**src/cma_pkg.sv**
```systemverilog
package cma_pkg;
  typedef enum logic [6:0] {
    ST_IDLE = 7'h01,
    ST_DEV_TRANS = 7'h02,
    ST_DEV_ACC = 7'h04,
    ST_DEV_TRANS_PEND = 7'h08,
    ST_DEV_ACC_PEND = 7'h10,
    ST_CPU_ACC1 = 7'h20,
    ST_CPU_ACC2 = 7'h40
  } cma_state_t;

  typedef struct packed {
    logic device_mem_request;
    logic device_burst_request;
    logic device_cycle_begin;
  } cma_dev_req_t;

  typedef struct packed {
    logic cpu_mem_request;
    logic cpu_last_access;
    logic cpu_write;
  } cma_cpu_req_t;

  typedef struct packed {
    logic sram_chip_select_n;
    logic sram_write_n;
    logic sram_output_enable_n;
    logic owner_is_cpu;
  } cma_sram_ctl_t;

  localparam int SYNC_STAGES = 2;
  localparam logic [0:0] SYNC_RESET = 1'h0;
  // All strobes high (inactive) and the memory owned by nobody.
  localparam cma_sram_ctl_t SRAM_CTL_IDLE = 4'hE;
endpackage

```
**src/cma_sync.sv**
```systemverilog
`timescale 1ns/1ps
module cma_sync #(
  parameter int WIDTH = 1
) (
  input wire logic clock,
  input wire logic rst_n,
  input wire logic [WIDTH-1:0] async_in,
  output logic [WIDTH-1:0] sync_out
);
  import cma_pkg::*;
  logic [WIDTH-1:0] stage1_reg;
  logic [WIDTH-1:0] stage1_next;
  logic [WIDTH-1:0] stage2_reg;
  logic [WIDTH-1:0] stage2_next;

  always_comb begin
    stage1_next = async_in;
    stage2_next = stage1_reg;
  end

  always_ff @(posedge clock) begin
    if (!rst_n) begin
      stage1_reg <= {WIDTH{SYNC_RESET}};
      stage2_reg <= {WIDTH{SYNC_RESET}};
    end else begin
      stage1_reg <= stage1_next;
      stage2_reg <= stage2_next;
    end
  end

  assign sync_out = stage2_reg;
endmodule

```
**src/cma_arbiter.sv**
```systemverilog
`timescale 1ns/1ps
module cma_arbiter (
  input wire logic clock,
  input wire logic rst_n,
  input wire cma_pkg::cma_dev_req_t dev_req,
  input wire cma_pkg::cma_cpu_req_t cpu_req,
  output logic device_mem_grant,
  output logic cpu_mem_ready,
  output cma_pkg::cma_sram_ctl_t sram_ctl
);
  import cma_pkg::*;

  // Both parties run on their own clocks as far as this block knows, so all
  // request inputs pass a two-stage synchroniser; this adds latency.
  logic [5:0] sync_in;
  logic [5:0] sync_out;
  cma_dev_req_t dev_s;
  cma_cpu_req_t cpu_s;

  assign sync_in = {dev_req, cpu_req};

  cma_sync #(
    .WIDTH(6)
  ) u_sync (
    .clock(clock),
    .rst_n(rst_n),
    .async_in(sync_in),
    .sync_out(sync_out)
  );

  assign dev_s = sync_out[5:3];
  assign cpu_s = sync_out[2:0];

  cma_state_t state_reg;
  cma_state_t state_next;
  logic grant_reg;
  logic grant_next;
  logic ready_reg;
  logic ready_next;
  cma_sram_ctl_t ctl_reg;
  cma_sram_ctl_t ctl_next;
  logic dev_active;
  logic cpu_hold_reg;
  logic cpu_hold_next;
  logic cpu_pending;

  assign dev_active = dev_s.device_cycle_begin | dev_s.device_burst_request;

  // The synchroniser shows a dropped processor request two cycles late.
  // Without this hold the finished request would look new once back in
  // idle and the processor would be served twice. The hold is released
  // only once the request has been seen low.
  always_comb begin
    cpu_hold_next = cpu_hold_reg;
    if (state_reg == ST_CPU_ACC2 && cpu_s.cpu_last_access) begin
      cpu_hold_next = 1'h1;
    end else if (!cpu_s.cpu_mem_request) begin
      cpu_hold_next = 1'h0;
    end
  end

  assign cpu_pending = cpu_s.cpu_mem_request && !cpu_hold_reg;

  always_comb begin
    state_next = state_reg;
    unique case (state_reg)
      ST_IDLE: begin
        if (dev_s.device_mem_request && cpu_pending) begin
          state_next = ST_DEV_TRANS_PEND;
        end else if (dev_s.device_mem_request) begin
          state_next = ST_DEV_TRANS;
        end else if (cpu_pending) begin
          state_next = ST_CPU_ACC1;
        end
      end
      // The cycle begin of the device reaches the state machine through the
      // synchroniser, so the transition states wait until it is seen.
      ST_DEV_TRANS: begin
        if (dev_active) begin
          state_next = cpu_pending ? ST_DEV_ACC_PEND : ST_DEV_ACC;
        end else if (cpu_pending) begin
          state_next = ST_DEV_TRANS_PEND;
        end
      end
      ST_DEV_TRANS_PEND: begin
        if (dev_active) begin
          state_next = ST_DEV_ACC_PEND;
        end
      end
      ST_DEV_ACC: begin
        if (cpu_pending) begin
          state_next = dev_active ? ST_DEV_ACC_PEND : ST_CPU_ACC1;
        end else if (!dev_active) begin
          state_next = ST_IDLE;
        end
      end
      ST_DEV_ACC_PEND: begin
        if (!dev_active) begin
          state_next = ST_CPU_ACC1;
        end
      end
      ST_CPU_ACC1: begin
        state_next = ST_CPU_ACC2;
      end
      ST_CPU_ACC2: begin
        if (dev_s.device_mem_request) begin
          state_next = (cpu_s.cpu_mem_request && !cpu_s.cpu_last_access) ?
                       ST_DEV_TRANS_PEND : ST_DEV_TRANS;
        end else if (cpu_s.cpu_last_access || !cpu_s.cpu_mem_request) begin
          state_next = ST_IDLE;
        end else begin
          state_next = ST_CPU_ACC1;
        end
      end
      default: state_next = ST_IDLE;
    endcase
  end

  always_comb begin
    grant_next = (state_next == ST_DEV_TRANS) ||
                 (state_next == ST_DEV_TRANS_PEND) ||
                 (state_next == ST_DEV_ACC) ||
                 (state_next == ST_DEV_ACC_PEND);
    ready_next = (state_next == ST_CPU_ACC2);
    // The write strobe is asserted only during the access cycle, not in the
    // address cycle before it, which gives non-early write timing.
    ctl_next.owner_is_cpu = (state_next == ST_CPU_ACC1) ||
                            (state_next == ST_CPU_ACC2);
    ctl_next.sram_chip_select_n = !((state_next == ST_DEV_ACC) ||
                                    (state_next == ST_DEV_ACC_PEND) ||
                                    (state_next == ST_CPU_ACC2));
    ctl_next.sram_write_n = !((state_next == ST_CPU_ACC2) &&
                              cpu_s.cpu_write);
    ctl_next.sram_output_enable_n = !((state_next == ST_CPU_ACC2) &&
                                      !cpu_s.cpu_write);
  end

  always_ff @(posedge clock) begin
    if (!rst_n) begin
      state_reg <= ST_IDLE;
      grant_reg <= 1'h0;
      ready_reg <= 1'h0;
      ctl_reg <= SRAM_CTL_IDLE;
      cpu_hold_reg <= 1'h0;
    end else begin
      state_reg <= state_next;
      cpu_hold_reg <= cpu_hold_next;
      grant_reg <= grant_next;
      ready_reg <= ready_next;
      ctl_reg <= ctl_next;
    end
  end

  assign device_mem_grant = grant_reg;
  assign cpu_mem_ready = ready_reg;
  assign sram_ctl = ctl_reg;

  a_no_double_own: assert property (@(posedge clock) disable iff (!rst_n)
    !(device_mem_grant && sram_ctl.owner_is_cpu))
    else $error("both parties own control memory");
  a_device_first: assert property (@(posedge clock) disable iff (!rst_n)
    (state_reg == ST_IDLE && dev_s.device_mem_request &&
     cpu_pending) |=> state_reg == ST_DEV_TRANS_PEND)
    else $error("device not given priority");
  a_trans_grant: assert property (@(posedge clock) disable iff (!rst_n)
    (state_reg == ST_IDLE && dev_s.device_mem_request &&
     !cpu_pending) |=> device_mem_grant)
    else $error("device grant missing after request");
  a_trans_wait: assert property (@(posedge clock) disable iff (!rst_n)
    (state_reg == ST_DEV_TRANS && !dev_active && !cpu_pending)
    |=> state_reg == ST_DEV_TRANS)
    else $error("transition left before cycle begin");
  a_dev_hold: assert property (@(posedge clock) disable iff (!rst_n)
    (state_reg == ST_DEV_ACC && !cpu_pending && dev_active)
    |=> state_reg == ST_DEV_ACC)
    else $error("device access left early");
  a_pend_trans: assert property (@(posedge clock) disable iff (!rst_n)
    (state_reg == ST_DEV_TRANS_PEND && dev_active)
    |=> state_reg == ST_DEV_ACC_PEND)
    else $error("pending transition broken");
  a_idle_quiet: assert property (@(posedge clock) disable iff (!rst_n)
    state_reg == ST_IDLE |->
    sram_ctl.sram_chip_select_n && !device_mem_grant)
    else $error("memory strobed while idle");
  a_pend_hold: assert property (@(posedge clock) disable iff (!rst_n)
    (state_reg == ST_DEV_ACC_PEND && !dev_active) |=> ##1
    sram_ctl.owner_is_cpu)
    else $error("pending cpu request lost");
  a_cpu_two: assert property (@(posedge clock) disable iff (!rst_n)
    state_reg == ST_CPU_ACC1 |=> state_reg == ST_CPU_ACC2)
    else $error("cpu access not two states");
  a_write_one: assert property (@(posedge clock) disable iff (!rst_n)
    !sram_ctl.sram_write_n |=> sram_ctl.sram_write_n)
    else $error("write strobe longer than one cycle");
  a_ready_end: assert property (@(posedge clock) disable iff (!rst_n)
    $rose(sram_ctl.owner_is_cpu) |=> cpu_mem_ready)
    else $error("ready not at end of cpu access");
  a_ready_pulse: assert property (@(posedge clock) disable iff (!rst_n)
    cpu_mem_ready |=> !cpu_mem_ready)
    else $error("ready held longer than one cycle");
  a_hold_block: assert property (@(posedge clock) disable iff (!rst_n)
    (state_reg == ST_IDLE && cpu_hold_reg && !dev_s.device_mem_request)
    |=> !sram_ctl.owner_is_cpu)
    else $error("finished cpu request served again");

  c_dev_only: cover property (@(posedge clock) disable iff (!rst_n)
    state_reg == ST_DEV_TRANS ##1 state_reg == ST_DEV_ACC);
  c_both: cover property (@(posedge clock) disable iff (!rst_n)
    state_reg == ST_DEV_ACC_PEND ##1 state_reg == ST_CPU_ACC1);
  c_cpu_only: cover property (@(posedge clock) disable iff (!rst_n)
    state_reg == ST_IDLE ##1 state_reg == ST_CPU_ACC1);
  c_burst: cover property (@(posedge clock) disable iff (!rst_n)
    state_reg == ST_DEV_ACC && dev_s.device_burst_request);
endmodule

```
**config.mk**
```make
export PLATFORM = sky130hd
export DESIGN_NAME = cma_arbiter
export DESIGN_NICKNAME = d
export VERILOG_FILES = /design/src/cma_pkg.sv /design/src/cma_sync.sv /design/src/cma_arbiter.sv
export SDC_FILE = /design/constraint.sdc
export NUM_CORES = 1
export LEC_CHECK = 0
export BUFFER_PORTS_ARGS = -buffer_cell sky130_fd_sc_hd__buf_2
export CAP_MARGIN = 20
export CORE_AREA = 2 2 48 61
export DETAILED_ROUTE_END_ITERATION = 6
export DIE_AREA = 0 0 50 63
export PLACE_DENSITY = 0.66
export SYNTH_ARGS = -nofsm -noshare
export SYNTH_HDL_FRONTEND = slang
export SYNTH_SLANG_ARGS = --single-unit
```
**constraint.sdc**
```tcl
create_clock -name clock -period 1.7 [get_ports clock]
set_input_delay 0.34 -clock clock [delete_from_list [all_inputs] [get_ports clock]]
set_output_delay 0.34 -clock clock [all_outputs]
set_load 0.05 [all_outputs]
```
# Yosys cells after proc, flatten, opt, wreduce, memory -nomap -nowiden
# Cells that the tools add are included.
dict set report classes {
  n_div 0
  mux 17
  shift 0
  add_sub_neg 0
  reduce_logical 20
  n_mul 0
  n_bitwise 1
  order_cmp 0
  n_eq_ne 14
}
# operator count
set ops {}
lappend ops {{7-bit 2-to-1 mux} 9}
lappend ops {{7-bit case mux with 7 select lines} 1}
lappend ops {{6-bit 2-to-1 mux} 3}
lappend ops {{7-bit by 2-bit equality test with 1-bit output, second input constant} 2}
lappend ops {{7-bit by 3-bit equality test with 1-bit output, second input constant} 2}
lappend ops {{7-bit by 4-bit equality test with 1-bit output, second input constant} 2}
lappend ops {{7-bit by 5-bit equality test with 1-bit output, second input constant} 2}
lappend ops {{7-bit by 6-bit equality test with 1-bit output, second input constant} 2}
lappend ops {{7-bit equality test, second input constant} 2}
lappend ops {{7-bit by 1-bit equality test with 1-bit output, second input constant} 1}
lappend ops {{1-bit logical NOT} 7}
lappend ops {{1-bit logical OR} 7}
lappend ops {{1-bit logical AND} 6}
lappend ops {{5-bit 2-to-1 mux} 1}
lappend ops {{4-bit 2-to-1 mux} 1}
lappend ops {{1-bit 2-to-1 mux} 2}
lappend ops {{2-bit != test, second input constant} 1}
lappend ops {{1-bit OR} 1}
dict set report totals {
  elab_cells 62
  mem_count 0
  romBits 0
  latchBits 0
  out_inout_bits 6
  inputBits 8
  register_bits 26
  mem_bits_rw 0
}

# Longest topological paths before layout
# Gate-level depths: netlist of run 1.
dict set report logic_depth {
  depth_word 10
  mapped_depth 5
  depth_no_buf 4
}

# Hierarchy
# From an unflattened synthesis of run 1, not the netlist that was laid out.
dict set report hier_totals {
  cells_unflattened 109
  area_unflattened_um2 1096.1
}
# module cells_per_inst seq_area_each_um2 instances area_each_um2
set by_module_without_submodules {}
lappend by_module_without_submodules {cma_arbiter 84 280.3 1 759.5}
lappend by_module_without_submodules {cma_sync 25 240.2 1 336.6}

# Worst setup path before layout of run 1
# No wires, ideal clock.
dict set report synth_path {
  path_type {reg-to-reg}
  startpoint {register state_reg[2]}
  endpoint {register state_reg[0]}
  path_slack_ps 56
  t_arrival_ps 1514
  synth_period_minus_slack_ps 1644
  stages_incl_launch_ff 6
  path_cell_list {dfxtp_1 > buf_6 > or3_4 > a2111o_1 > a21oi_1 > o211ai_1}
}
dict set report synth_between {
  elab_chain_len 2
  elab_cells_between_ends 8
  classes_between {7 x eq/ne; 1 x mux}
}
# item line_no
set synth_rtl {}
lappend synth_rtl {{from (decl)} cma_arbiter.sv:34} ;# cma_state_t state_reg;
lappend synth_rtl {{from (signal assigned)} cma_arbiter.sv:146} ;# state_reg <= state_next;
lappend synth_rtl {{7-bit equality test, or another cell as far along} cma_arbiter.sv:66} ;# unique case (state_reg)
lappend synth_rtl {{7-bit case mux with 7 select lines *} cma_arbiter.sv:66}
# Every way passes the cells marked *; elsewhere a longest branch is shown, timed or not.
# A chain may end at the register's enable or synchronous reset.

# Worst setup path after layout of run 1
# Same ends and word-level chain as after synthesis.

==> results.toml, run 1 <==
[floorplan]
fp.dieH_um = 63
die_w_um = 50
dieArea_mm2 = 0.00315
core_area_mm2 = 0.00260
io-pin-count = 14
start_util = 0.441
core.rowCount = 21

[layout]
largest_reg_flops = 7
layout_commonest_cell = "dfxtp_1"
insertedDiodeCount = 0
final_cell_mix = "dfxtp_1 (26), buf_2 (13), and2_1 (12)"
fin_cells = 171
layout-drive-gt1-share = 0.190
nets = 147
syn_to_final_growth_pct = 11.6

[route]
via_count = 908
wl_um = 2210
drt_iter0_markers = 22
wl_per_cell_um = 12.9
viasPerCell = 5.31
drtAntennaViolNets = 0
route.detailed.drc = 0
drt_pass1_iterations = 4

[sta]
drv_slew = 0
slew_headroom = 0.651
finalHoldViolations = 0
fin_crit_ns = 1.61
max_freq_mhz = 623
rsz0062_at_grt = "false"
tightest_slew_ns = 0.518
fin_crit_sh = 0.944
fin_skew_ns = 0.00187
hold_ws_ns = 0.225
finalSetupViolCount = 0
finalSetupTns_ns = 0

[synthesis]
synth_cells = 125
avgSynthCellArea_um2 = 9.18
synth_cell_types = 37
ys.flop_type = "dfxtp_1"
syn_area_mm2 = 0.00115
synth_edf_count = 0
yosys_warnings = 0
ys_async_sr_fraction = 0
yosys_register_bits = 26
ys_seq_area_frac = 0.454
syn-num-nets = 133

[setup_path]
cp-end-kind = "flop"
critical_path_class = "flop to flop"
worstSetupStartpointType = "flop"
cpPeakStageDelay_ns = 0.45
path_cells = "or3_4 > a2111o_1 > a21oi_1 > o211ai_1"
worstPathMaxFanout = 5
cp_slowest_cell = "a2111o_1"
cp.arrival_ns = 1.80
required_ns = 1.90

[global_route]
use_met2 = 0.257
grt_overflow_total = 0
grt_pass1_wl_um = 3820
grt_pass1_vias = 850
grt.met3_usage = 0.0287
grt_usage = 0.155
grt_busiest_layer = "met2"
antenna_found_initial = 0
met1_usage = 0.198
grt_max_degree = 23

[clock_tree]
post_cts_resize_count = 0
cts_tree = "done"
cts_made_buffers = 3
cts_setup_buffers = 0
clock_latency_ns = 0.31
clk_pin_slew_ns = 0.13
root_buffer = "clkbuf_4"
hold_buffers = 0
cts.path.max_buffers = 2
cts_max_level = 1
clock_sinks = 26

[place]
io_buffer_count = 13
hpwl_um = 1650
placedCellCount = 168
gp_congestion = 0.900

[pwr]
leakagePower_uw = 0.000505
ir_drop_mv = 0.543
p_per_area_mw_per_mm2 = 810
total_power_uw = 1040

[run]
cap_viol_max_count = 0

[outcome]
outcome = "finished, final reports clean"

[hold_path]
hold_class = "primary input to flop"
==> final timing paths <==
| check | slack, ns | depth (start not counted) | end | start |
|---|---|---|---|---|
| hold reg to reg | 0.40 | 1 | sram_ctl[2] | u_sync.sync_out[0] |
| hold / removal | 0.23 | 2 | u_sync.stage1_reg[1] | cpu_req[1] |
| setup / recovery | 0.09 | 4 | state_reg[0] | state_reg[2] |
| setup reg to reg | 0.09 | 4 | state_reg[0] | state_reg[2] |
==> synth_stat cells, types with 3 or more instances <==
master / number / share of area
and3_1: 3 / 0.016
dfxtp_1: 26 / 0.45
nor2b_1: 7 / 0.038
nor3_1: 8 / 0.035
nand2b_1: 4 / 0.022
o21ai_0: 5 / 0.022
nand2_1: 6 / 0.020
a21oi_1: 4 / 0.017
and2_1: 12 / 0.065
nor2_1: 6 / 0.020
a21boi_0: 4 / 0.026
clkbuf_1: 9 / 0.029
==> per-stage QoR <==
stage,worst slack [ns],util,instance area (um2)
after floorplan,0.0562,-,1150
after global placement,0.137,0.483,1260
after detailed placement,0.116,0.483,1260
after CTS,0.0983,0.492,1280
after global routing,0.0190,0.492,1280
final,0.0944,0.492,1280
==> worst max-delay path, delay by kind of cell, from the launching register on <==
family	cells	cell delay, ns
AOI/OAI and AO/OA	3	0.73
DFF	1	0.34
and+or+nand+nor	1	0.42
==> routing by layer <==
metal / vias up / routed length [um]
li1: 459 / -
met1: 419 / 959
met2: 25 / 1110
met3: 5 / 96
met4: 0 / 42
met5: - / 0
==> power breakdown <==
part | leakage, uW | switching (uW) | internal (uW)
Clock | 0.0000138 | 166 | 82.8
Sequential | 0.000213 | 18.3 | 632
Combinational | 0.000279 | 76.4 | 62.5
==> cells by family after synthesis <==
| kind of cell | count (synthesis) | synth area share |
|---|---|---|
| compound gates | 24 | 0.149 |
| xor+xnor | 3 | 0.0229 |
| buf+inv | 12 | 0.0469 |
| flops | 26 | 0.454 |
| mux | 2 | 0.0174 |
| simple gates | 58 | 0.310 |
==> cell type report <==
| class | count | area (um2) |
|---|---|---|
| Clock buffer | 3 | 22.5 |
| Inverter | 1 | 3.75 |
| Fill cell | 252 | 1320 |
| Tap cell | 34 | 42.5 |
| Timing Repair Buffer | 20 | 118 |
| Sequential cell | 26 | 520 |
| Multi-Input combinational cell | 87 | 573 |
Power figures use the tool's default switching activity.
==> run 2: changes to the inputs <==
Clock period 1.7 ns to 1.3 ns, I/O delays scaled along.
==> run 2 against run 1 <==
Against the previous run:
- global-route usage grew 1.9 points
- via count increased by 8.9%
- critical endpoint unchanged
- non-clock buffer count increased by 16
- clock power up 61%
- clock skew is 0.0010 ns higher
- worst hold slack worse by 0.087 ns
- the run now ends with negative setup slack left
==> results.toml, run 2 (synthesis results as in run 1) <==
[setup_path]
cp-end-kind = "flop"
startpoint = "state_reg[3]"
cp_slowest_cell = "or3_4"
cp.arrival_ns = 1.77
crit_family = "compound AO/OA/AOI/OAI gates"
r2r_end = "state_reg[0]"
worstSetupStartpointType = "flop"
required_ns = 1.50
r2r_start = "state_reg[3]"
crit_end = "state_reg[0]"
worstRegToRegCells = 4
worst-path-stages = 4
cpPeakStageDelay_ns = 0.42
r2r_slack_ns = -0.27
path_cells = "or3_4 > a2111o_1 > a21oi_2 > o211ai_1"
worstPathMaxFanout = 5
critical_path_class = "flop to flop"
cp_num_buf_inv = 0

[sta]
tightest_slew_ns = 0.421
finalSetupViolCount = 13
rsz0062_at_grt = "true"
worst_slack_ns = -0.269
drv_slew = 0
fin_crit_ns = 1.57
finalHoldViolations = 0
fin_skew_ns = 0.00288
max_freq_mhz = 637
fin_crit_sh = 1.21
slew_headroom = 0.717

[clock_tree]
clk_pin_slew_ns = 0.13
cts_tree = "done"
cts.path.max_buffers = 2
root_buffer = "clkbuf_4"
hold_buffers = 0
cts_made_buffers = 3
clock_latency_ns = 0.31
clock_sinks = 26
cts_max_level = 1

[global_route]
grt_max_degree = 17
grt_pass1_vias = 957
grt_overflow_total = 0
grt_usage = 0.174
antenna_found_initial = 0
grt_pass1_wl_um = 4240

[pwr]
p_comb_frac = 0.160
p_switching_uw = 372
p_per_area_mw_per_mm2 = 1000
pwr-share-seq = 0.571
pwr-share-clk = 0.269
p_sw_frac = 0.250
ir_drop_mv = 0.601
p_int_uw = 1120
leakagePower_uw = 0.000610

[layout]
final_cell_mix = "buf_4 (22), dfxtp_1 (20), buf_2 (13)"
layout-drive-gt1-share = 0.377
syn_to_final_growth_pct = 29.9
nets = 163
largest_reg_flops = 7
insertedDiodeCount = 0
fin_area_mm2 = 0.00149
layout_commonest_cell = "buf_4"

[floorplan]
io-pin-count = 14
die_w_um = 50
start_util = 0.441
dieArea_mm2 = 0.00315
core_area_mm2 = 0.00260
core.rowCount = 21
fp.dieH_um = 63

[route]
drtAntennaViolNets = 0
drt_pass1_iterations = 4
via_count = 989
wl_per_cell_um = 13.4
route.detailed.drc = 0
viasPerCell = 5.26
wl_um = 2510
drt_iter0_markers = 23

[run]
cap_viol_max_count = 0

[place]
gp_congestion = 0.839
io_buffer_count = 13
pre_cts_ws_ns = -0.214
post_dp_cell_area_mm2 = 0.00139
hpwl_um = 1730

[outcome]
outcome = "finished with violations"
violations = "negative setup slack"

[hold_path]
hold_class = "primary input to flop"
## run 2: changes by cell type in the layout (fill, tap and decap cells not counted), sizes merged
| cell | before | now |
|---|---|---|
| clkbuf | 3 | 4 |
| buf | 20 | 36 |
## run 2: repair_timing
item | 4_1_cts | 5_1_grt
pin swaps | 2 | 7
endpoints found under the setup margin | 13 | 13
gates cloned | 0 | 0
gates resized for setup | 4 | 13
setup buffers | 2 | 0
## run 2: area by class of cell
| cell class | instances | area (um2) |
|---|---|---|
| repair buffers | 36 | 250 |
| inverters | 1 | 3.75 |
| clock buffers | 4 | 36.3 |
| multi-input cells | 87 | 624 |
| fillers | 245 | 1110 |
| well taps | 34 | 42.5 |
| flip-flops and latches | 26 | 533 |
## run 2: power groups by stage
stage,registers [uW],clock network [uW],logic (uW)
floorplan,867,0,135
global placement,864,0,211
detailed placement,865,0,214
CTS,847,417,228
global route,855,448,260
finish,851,400,239
## run 2: how the worst min path moves through the flow
| stage | end | slack [ns] | depth (start not counted) | from |
|---|---|---|---|---|
| final | u_sync.stage1_reg[4] | 0.14 | 2 | dev_req[1] |
| after global routing | u_sync.stage1_reg[5] | 0.12 | 2 | dev_req[2] |
| after CTS | u_sync.stage1_reg[0] | 0.13 | 2 | cpu_req[0] |
| after detailed placement | sram_ctl[2] | 0.36 | 1 | u_sync.sync_out[0] |
| after global placement | sram_ctl[2] | 0.36 | 1 | u_sync.sync_out[0] |
| after floorplan | sram_ctl[2] | 0.35 | 1 | u_sync.sync_out[0] |
## run 2: metrics by stage
step	total power [uW]	hold slack (ns)	cells	TNS, ns	util
after floorplan	1000	0.353	125	-1.65	-
after CTS	1490	0.126	188	-1.99	0.559
after global placement	1070	0.361	182	-1.52	0.532
final	1490	0.138	188	-1.74	0.573
after detailed placement	1080	0.363	182	-1.68	0.532
after global routing	1560	0.119	188	-2.71	0.573
## run 2: worst register-to-register path, delay by kind of cell, from the launching register on
kind,cells,cell delay [ns]
flops,1,0.35
compound gates,3,0.69
simple gates,1,0.42
## run 2: routing by layer
| layer | vias to the layer above | GRT usage | part of all wire |
|---|---|---|---|
| met5 | - | 0 | 0 |
| met4 | 0 | 0.0868 | 0.024 |
| met3 | 7 | 0.0311 | 0.053 |
| met2 | 40 | 0.280 | 0.49 |
| met1 | 453 | 0.220 | 0.43 |
| li1 | 489 | - | - |
